--- src/logic/gpb_pkg.sv ---
// constants and register map of the general purpose port bank
package gpb_pkg;

    // bank geometry
    localparam int NUM_BANKS    = 7;
    localparam int BANK_W       = 8;
    localparam int BANK_G       = 6;
    localparam int BANK_G_W     = 5;
    localparam int NUM_PINS     = BANK_G * BANK_W + BANK_G_W;

    // register bus
    localparam int ADDR_W       = 8;
    localparam int DATA_W       = 8;
    localparam int REGS_PER_BANK = 3;

    // register kinds inside one bank
    localparam logic [1:0] KIND_LATCH = 2'h0;
    localparam logic [1:0] KIND_DIR   = 2'h1;
    localparam logic [1:0] KIND_LEVEL = 2'h2;

    // reset values and implemented bit masks
    localparam logic [7:0] LATCH_RESET = 8'h00;
    localparam logic [7:0] DIR_RESET   = 8'h00;
    localparam logic [7:0] FULL_MASK   = 8'hff;
    localparam logic [7:0] G_MASK      = 8'h1f;
    localparam logic [7:0] READ_NONE   = 8'h00;

    // bank g pin positions inside the bank
    localparam int PG_OSC_IN  = 4;
    localparam int PG_OSC_OUT = 3;
    localparam int PG_ALE     = 2;
    localparam int PG_RDS     = 1;
    localparam int PG_WRS     = 0;

    // byte address of a register: bank times three plus kind
    function automatic logic [ADDR_W-1:0] reg_addr(input int bank, input logic [1:0] kind);
        reg_addr = ADDR_W'(bank * REGS_PER_BANK + int'(kind));
    endfunction : reg_addr

    // implemented bits of a bank
    function automatic logic [7:0] bank_mask(input int bank);
        bank_mask = (bank == BANK_G) ? G_MASK : FULL_MASK;
    endfunction : bank_mask

endpackage : gpb_pkg

--- src/logic/gpb_port_bank.sv ---
// seven port banks with latch, direction, pin level and bank g overrides
`timescale 1ns/1ns
module gpb_port_bank (
    input  wire logic                          I_SYS_CLK,
    input  wire logic                          I_RST,
    input  wire logic [gpb_pkg::ADDR_W-1:0]    I_ADDR,
    input  wire logic [gpb_pkg::DATA_W-1:0]    I_WDATA,
    input  wire logic                          I_WR,
    input  wire logic                          I_RD,
    output logic      [gpb_pkg::DATA_W-1:0]    O_RDATA,
    input  wire logic [gpb_pkg::NUM_PINS-1:0]  I_PIN_IN,
    output logic      [gpb_pkg::NUM_PINS-1:0]  O_PIN_OUT,
    output logic      [gpb_pkg::NUM_PINS-1:0]  O_PIN_OE,
    output logic      [gpb_pkg::NUM_PINS-1:0]  O_PIN_PULLUP,
    output logic      [gpb_pkg::NUM_PINS-1:0]  O_PIN_INPUT_DISABLE,
    input  wire logic                          I_ASYNC_TIMER_CLOCK_SELECT,
    input  wire logic                          I_EXTERNAL_CLOCK_SELECT,
    input  wire logic                          I_EXT_MEMORY_ENABLE,
    input  wire logic                          I_EXT_MEM_ALE,
    input  wire logic                          I_EXT_MEM_RD_STROBE,
    input  wire logic                          I_EXT_MEM_WR_STROBE
);

    localparam int NP = gpb_pkg::NUM_PINS;
    localparam int NB = gpb_pkg::NUM_BANKS;
    localparam int GB = gpb_pkg::BANK_G * gpb_pkg::BANK_W;

    // flat pin numbers of the bank g pins
    localparam int P_OSC_IN  = GB + gpb_pkg::PG_OSC_IN;
    localparam int P_OSC_OUT = GB + gpb_pkg::PG_OSC_OUT;
    localparam int P_ALE     = GB + gpb_pkg::PG_ALE;
    localparam int P_RDS     = GB + gpb_pkg::PG_RDS;
    localparam int P_WRS     = GB + gpb_pkg::PG_WRS;

    typedef struct packed {
        logic [NB-1:0][7:0] latch;
        logic [NB-1:0][7:0] dir;
        logic [NB-1:0][7:0] level;
        logic [NP-1:0]      sync1;
        logic [NP-1:0]      sync2;
        logic [NP-1:0]      pin_out;
        logic [NP-1:0]      pin_oe;
        logic [NP-1:0]      pin_pu;
        logic [NP-1:0]      pin_dis;
        logic [7:0]         rdata;
    } gpb_state_t;

    gpb_state_t state_reg;
    gpb_state_t state_next;

    // override controls, one bit per flat pin
    logic [NP-1:0] pu_ovr_en;
    logic [NP-1:0] pu_ovr_val;
    logic [NP-1:0] dir_ovr_en;
    logic [NP-1:0] dir_ovr_val;
    logic [NP-1:0] out_ovr_en;
    logic [NP-1:0] out_ovr_val;
    logic [NP-1:0] dis_ovr_en;
    logic [NP-1:0] dis_ovr_val;

    // register-derived and final pin controls
    logic [NP-1:0] reg_latch;
    logic [NP-1:0] reg_dir;
    logic [NP-1:0] eff_pu;
    logic [NP-1:0] eff_dir;
    logic [NP-1:0] eff_out;
    logic [NP-1:0] eff_dis;

    logic async_sel;
    logic ext_clk;
    logic mem_en;
    assign async_sel = I_ASYNC_TIMER_CLOCK_SELECT;
    assign ext_clk   = I_EXTERNAL_CLOCK_SELECT;
    assign mem_en    = I_EXT_MEMORY_ENABLE;

    // override table of bank g, all other pins free of overrides
    always_comb begin
        pu_ovr_en   = '0;
        pu_ovr_val  = '0;
        dir_ovr_en  = '0;
        dir_ovr_val = '0;
        out_ovr_en  = '0;
        out_ovr_val = '0;
        dis_ovr_en  = '0;
        dis_ovr_val = '0;
        // async select takes g4 from the port, and g3 only when external clock select is also set
        pu_ovr_en[P_OSC_IN]   = async_sel;
        dir_ovr_en[P_OSC_IN]  = async_sel;
        dis_ovr_en[P_OSC_IN]  = async_sel;
        dis_ovr_val[P_OSC_IN] = ext_clk;
        pu_ovr_en[P_OSC_OUT]  = async_sel & ext_clk;
        dir_ovr_en[P_OSC_OUT] = async_sel & ext_clk;
        dis_ovr_en[P_OSC_OUT] = async_sel;
        // memory strobes own g2..g0 as outputs
        pu_ovr_en[P_ALE:P_WRS]   = {3{mem_en}};
        dir_ovr_en[P_ALE:P_WRS]  = {3{mem_en}};
        dir_ovr_val[P_ALE:P_WRS] = {3{1'b1}};
        out_ovr_en[P_ALE:P_WRS]  = {3{mem_en}};
        out_ovr_val[P_ALE] = I_EXT_MEM_ALE;
        out_ovr_val[P_RDS] = I_EXT_MEM_RD_STROBE;
        out_ovr_val[P_WRS] = I_EXT_MEM_WR_STROBE;
    end

    // per pin control mux
    genvar gp;
    generate
        for (gp = 0; gp < NP; gp++) begin : g_pin
            localparam int B = gp / gpb_pkg::BANK_W;
            localparam int I = gp % gpb_pkg::BANK_W;
            assign reg_latch[gp] = state_reg.latch[B][I];
            assign reg_dir[gp]   = state_reg.dir[B][I];
            // direction one drives latch, zero is input
            assign eff_dir[gp] = dir_ovr_en[gp] ? dir_ovr_val[gp] : reg_dir[gp];
            assign eff_out[gp] = out_ovr_en[gp] ? out_ovr_val[gp] : reg_latch[gp];
            assign eff_pu[gp]  = pu_ovr_en[gp] ? pu_ovr_val[gp]
                                               : (reg_latch[gp] & ~reg_dir[gp]);
            assign eff_dis[gp] = dis_ovr_en[gp] & dis_ovr_val[gp];
        end
    endgenerate

    // next state: sampling, register writes, pin controls, read data
    always_comb begin
        logic [7:0] mask;
        logic [7:0] rd_val;
        int         p;
        mask       = gpb_pkg::FULL_MASK;
        rd_val     = gpb_pkg::READ_NONE;
        p          = 0;
        state_next = state_reg;
        // two stage synchroniser on every pin input
        state_next.sync1 = I_PIN_IN;
        state_next.sync2 = state_reg.sync1;
        for (int b = 0; b < NB; b++) begin
            mask = gpb_pkg::bank_mask(b);
            // pin level follows synchronised pins, disabled inputs read zero
            // bank g upper bits stay zero
            for (int i = 0; i < gpb_pkg::BANK_W; i++) begin
                p = b * gpb_pkg::BANK_W + i;
                if (mask[i]) begin
                    state_next.level[b][i] = state_reg.sync2[p] & ~eff_dis[p];
                end else begin
                    state_next.level[b][i] = 1'b0;
                end
            end
            // latch write, bank g upper bits held zero
            if (I_WR && I_ADDR == gpb_pkg::reg_addr(b, gpb_pkg::KIND_LATCH)) begin
                state_next.latch[b] = I_WDATA & mask;
            end
            // direction write, bank g upper bits held zero
            if (I_WR && I_ADDR == gpb_pkg::reg_addr(b, gpb_pkg::KIND_DIR)) begin
                state_next.dir[b] = I_WDATA & mask;
            end
            // writing ones to the level register toggles latch bits
            if (I_WR && I_ADDR == gpb_pkg::reg_addr(b, gpb_pkg::KIND_LEVEL)) begin
                state_next.latch[b] = state_reg.latch[b] ^ (I_WDATA & mask);
            end
            if (I_ADDR == gpb_pkg::reg_addr(b, gpb_pkg::KIND_LATCH)) begin
                rd_val = state_reg.latch[b];
            end
            if (I_ADDR == gpb_pkg::reg_addr(b, gpb_pkg::KIND_DIR)) begin
                rd_val = state_reg.dir[b];
            end
            if (I_ADDR == gpb_pkg::reg_addr(b, gpb_pkg::KIND_LEVEL)) begin
                rd_val = state_reg.level[b];
            end
        end
        // read data only in the cycle after the read strobe
        state_next.rdata = I_RD ? rd_val : gpb_pkg::READ_NONE;
        // registered pin controls, oe only when direction is output
        state_next.pin_out = eff_out & eff_dir;
        state_next.pin_oe  = eff_dir;
        state_next.pin_pu  = eff_pu & ~eff_dir;
        state_next.pin_dis = eff_dis;
    end

    // state register
    always_ff @(posedge I_SYS_CLK or posedge I_RST) begin
        if (I_RST) begin
            state_reg       <= '0;
            state_reg.latch <= {NB{gpb_pkg::LATCH_RESET}};
            state_reg.dir   <= {NB{gpb_pkg::DIR_RESET}};
        end else begin
            state_reg <= state_next;
        end
    end

    // outputs straight from the state register
    assign O_RDATA             = state_reg.rdata;
    assign O_PIN_OUT           = state_reg.pin_out;
    assign O_PIN_OE            = state_reg.pin_oe;
    assign O_PIN_PULLUP        = state_reg.pin_pu;
    assign O_PIN_INPUT_DISABLE = state_reg.pin_dis;
endmodule : gpb_port_bank

--- config.mk ---
export PLATFORM = sky130hd
export DESIGN_NAME = gpb_port_bank
export DESIGN_NICKNAME = d
export VERILOG_FILES = /design/src/logic/gpb_pkg.sv /design/src/logic/gpb_port_bank.sv
export SDC_FILE = /design/constraint.sdc
export NUM_CORES = 1
export LEC_CHECK = 0
export BUFFER_PORTS_ARGS = -buffer_cell sky130_fd_sc_hd__buf_2
export CAP_MARGIN = 15
export CORE_MARGIN = 1
export CORE_UTILIZATION = 30
export CTS_CLUSTER_DIAMETER = 50
export DETAILED_ROUTE_END_ITERATION = 7
export GPL_TIMING_DRIVEN = 0
export PLACE_DENSITY = 0.52
export REMOVE_ABC_BUFFERS = 1
export SETUP_SLACK_MARGIN = 0.3
export SYNTH_ARGS = -nofsm -noshare
export SYNTH_HDL_FRONTEND = slang
export SYNTH_SLANG_ARGS = --single-unit
--- constraint.sdc ---
create_clock -name I_SYS_CLK -period 14.8 [get_ports I_SYS_CLK]
set_input_delay 0 -clock I_SYS_CLK [delete_from_list [all_inputs] [get_ports I_SYS_CLK]]
set_output_delay 0 -clock I_SYS_CLK [all_outputs]
set_load 0.005 [all_outputs]
==> impl_metrics.yaml <==
routing:
  viasPerCell: 4.505
  routedWlPerCell_um: 19.65
  dr.first_iter.drc_count: 787
  vias: 10446
  drtAntennaViolNets: 0
  drt_pass1_iterations: 5
  drc_errors: 0
  detail_route.wirelength_um: 45570
yosys:
  synth_edf_count: 0
  synth.most_common_cell: "dfrtp_1"
  synthTopCellsByArea: "dfrtp_1 (63%), buf_4 (9.8%), mux2_2 (4.2%)"
  netlist_area_mm2: 0.01720
  syn_inst: 1375
  synth-seq-cells: 433
  ys.flop_type: "dfrtp_1"
  ys_async_sr_fraction_pct: 100.0
  ys_top_cells_by_count: "dfrtp_1 (433), buf_4 (224), a21oi_1 (88)"
  synth.distinct_cells: 60
  ys_warn_count: 0
  syn_area_per_cell_um2: 12.51
  synth_top_area_share_pct: 62.98
  ys_seq_area_share_pct: 62.98
  yosys.area.top_type: "dfrtp_1"
die:
  die_area_mm2: 0.05831
  start_util_pct: 30.45
  row_count: 87
  core_mm2: 0.05650
  die_h_um: 241.5
  die_w_um: 241.5
  io_pins: 299
setup_path:
  crit_chain: "buf_4 > nor2_2 > nand4_1 > o31a_1 > o221ai_1 > a221oi_1 > nor2_1"
  endpoint_kind: "register"
  path_max_fanout: 68
  required_ns: 15.25
  slowest_stage: "buf_4"
  crit_arrival_ns: 2.68
  slowest_delay_ns: 0.64
  path_class: "primary input to register"
  reg2reg_slack_ns: 12.66
  r2r_cells: 5
  setup.worst_path.start_class: "primary input"
finish:
  stdcell_count: 2319
  final.fill_count: 5518
  layout-drive-gt1-share_pct: 28.70
  nNetsFinal: 1600
  area_growth_pct: 17.83
  design_area_mm2: 0.02027
  largest_reg_flops: 105
clock_network:
  h-tree-depth: 2
  cts_buffer_depth: 3
  path_clk_slew_ns: 0.06
  cts_tree: "yes"
  cts_resized: 0
  cts-root-buf: "clkbuf_16"
  postCtsSetupBuffers: 0
  cts_buffers: 54
  cts_sinks: 433
  insertion_delay_ns: 0.59
placed_design:
  place.gp.congestion: 0.8157
  io_buffers: 246
  post-dp-hpwl_um: 31120
  dpl_cell_area_mm2: 0.01767
  dp_cells: 2144
flow_run:
  drv_cap: 0
global_route:
  grt_usage_pct: 15.65
  grt_pass1_vias: 10269
  grt-ovfl-total: 0
  antenna_found_initial: 2
  grt_pass1_wl_um: 66540
  grt_max_degree: 134
timing:
  rsz0062_at_grt: "false"
  slew-limit-headroom_pct: 30.29
  clock-skew-final_ns: 0.01515
  timing.hold.ws_ns: 0.02898
  post-route-min-period_ns: 2.227
  slew_violations: 0
  fmax_ghz: 0.4491
  fin_tns_setup_ns: 0
  fin_crit_sh_pct: 15.04
  worst_pin_slew_ns: 1.046
  setup_violations: 0
  hold_viol: 0
pwr:
  power.density_cell_area_mw_per_mm2: 138.0
  p_seq_share_pct: 46.2
  clock_power_share_pct: 47.4
  power_mw: 2.797
  p_leak_nw: 9.874
  peakVddDrop_mv: 0.07479
  switching_share_pct: 24.13
  net-switching-power_mw: 0.6750
  combPwrFrac_pct: 6.4
  power.internal_mw: 2.122
min_path:
  min_path_type: "primary input to asynchronous set/reset pin"
status:
  outcome: "complete, no violations"
==> power by group through the flow <==
stage / Clock, mW / Sequential [mW] / Combinational [mW]
CTS: 1.36 / 1.29 / 0.180
global route: 1.42 / 1.30 / 0.199
detailed placement: 0 / 1.31 / 0.163
finish: 1.33 / 1.29 / 0.178
global placement: 0 / 1.31 / 0.157
floorplan: 0 / 1.30 / 0.0775
==> area by class of cell <==
cell class,instances,area (um2),area share [%]
clock buffers,66,1466,7.234
flip-flops and latches,433,10840,53.45
repair buffers,327,2118,10.45
multi-input cells,693,4489,22.15
well taps,756,945.9,4.666
clock inverters,30,359.1,1.771
inverters,12,52.55,0.2592
diodes,2,5.005,0.02469
==> worst paths after layout <==
path	from	end
min reg2reg	state_next[230]	state_next[336]
max in group asynchronous	I_RST	O_PIN_OE[28]
min	I_RST	O_PIN_OE[23]
min in group I_SYS_CLK	I_PIN_IN[21]	state_next[241]
max	I_ADDR[1]	O_RDATA[0]
max reg2reg	eff_out[9]	O_RDATA[1]
==> worst max-delay path, delay by kind of cell <==
| kind | cells | cell delay (ns) |
|---|---|---|
| AO/OA/AOI/OAI | 3 | 0.98 |
| buffers and inverters | 1 | 0.64 |
| AND/OR/NAND/NOR | 3 | 1.00 |
==> routing by layer <==
metal	GRT usage [%]	wire, um	vias up
li1	-	-	4726
met1	21.29	20290	5284
met2	24.35	21390	364
met3	3.327	2670	72
met4	6.157	1217	0
met5	0	0	-
==> per-stage QoR <==
| step | worst slack, ns | utilization (%) |
|---|---|---|
| 6_report | 12.57 | 35.88 |
| 5_1_grt | 12.34 | 35.88 |
| 4_1_cts | 12.30 | 35.85 |
| 3_5_place_dp | 11.66 | 31.28 |
| 3_3_place_gp | -1.775 | 31.06 |
| 2_1_floorplan | 2.740 | - |
==> what timing repair did <==
item,in CTS,in global routing
hold buffers,76,0
endpoints found under the setup margin,0,0
endpoints found under the hold margin,212,0
==> layout by cell type, fill, tap and decap left out, types with 7 or more instances in the layout <==
cell type	n
o22ai_1	31
buf_2	244
clkbuf_8	7
conb_1	52
o21ai_0	67
mux4_2	12
inv_1	10
o221ai_1	10
dfrtp_1	433
dlygate4sd3_1	76
and3_1	7
mux2i_1	10
clkbuf_16	54
inv_6	9
nor2b_1	54
nor2_1	31
nand3_1	41
nand3_2	7
clkinv_2	8
nor3_1	7
a31oi_1	22
xor2_1	8
a21oi_1	88
and2_1	52
mux2_2	64
nand2_1	68
==> kinds of logic (layout without fill, tap and decap cells) <==
| logic type | after synthesis | count (layout) | synth area share [%] |
|---|---|---|---|
| flip-flops | 433 | 433 | 62.98 |
| AO/OA/AOI/OAI | 247 | 247 | 8.335 |
| AND/OR/NAND/NOR | 298 | 298 | 9.658 |
| buffers and inverters | 300 | 435 | 12.04 |
| multiplexers | 88 | 88 | 6.560 |
| XOR/XNOR | 8 | 8 | 0.4073 |
| other | 1 | 54 | 0.02180 |
No activity file was read; power rests on OpenSTA's default activity.
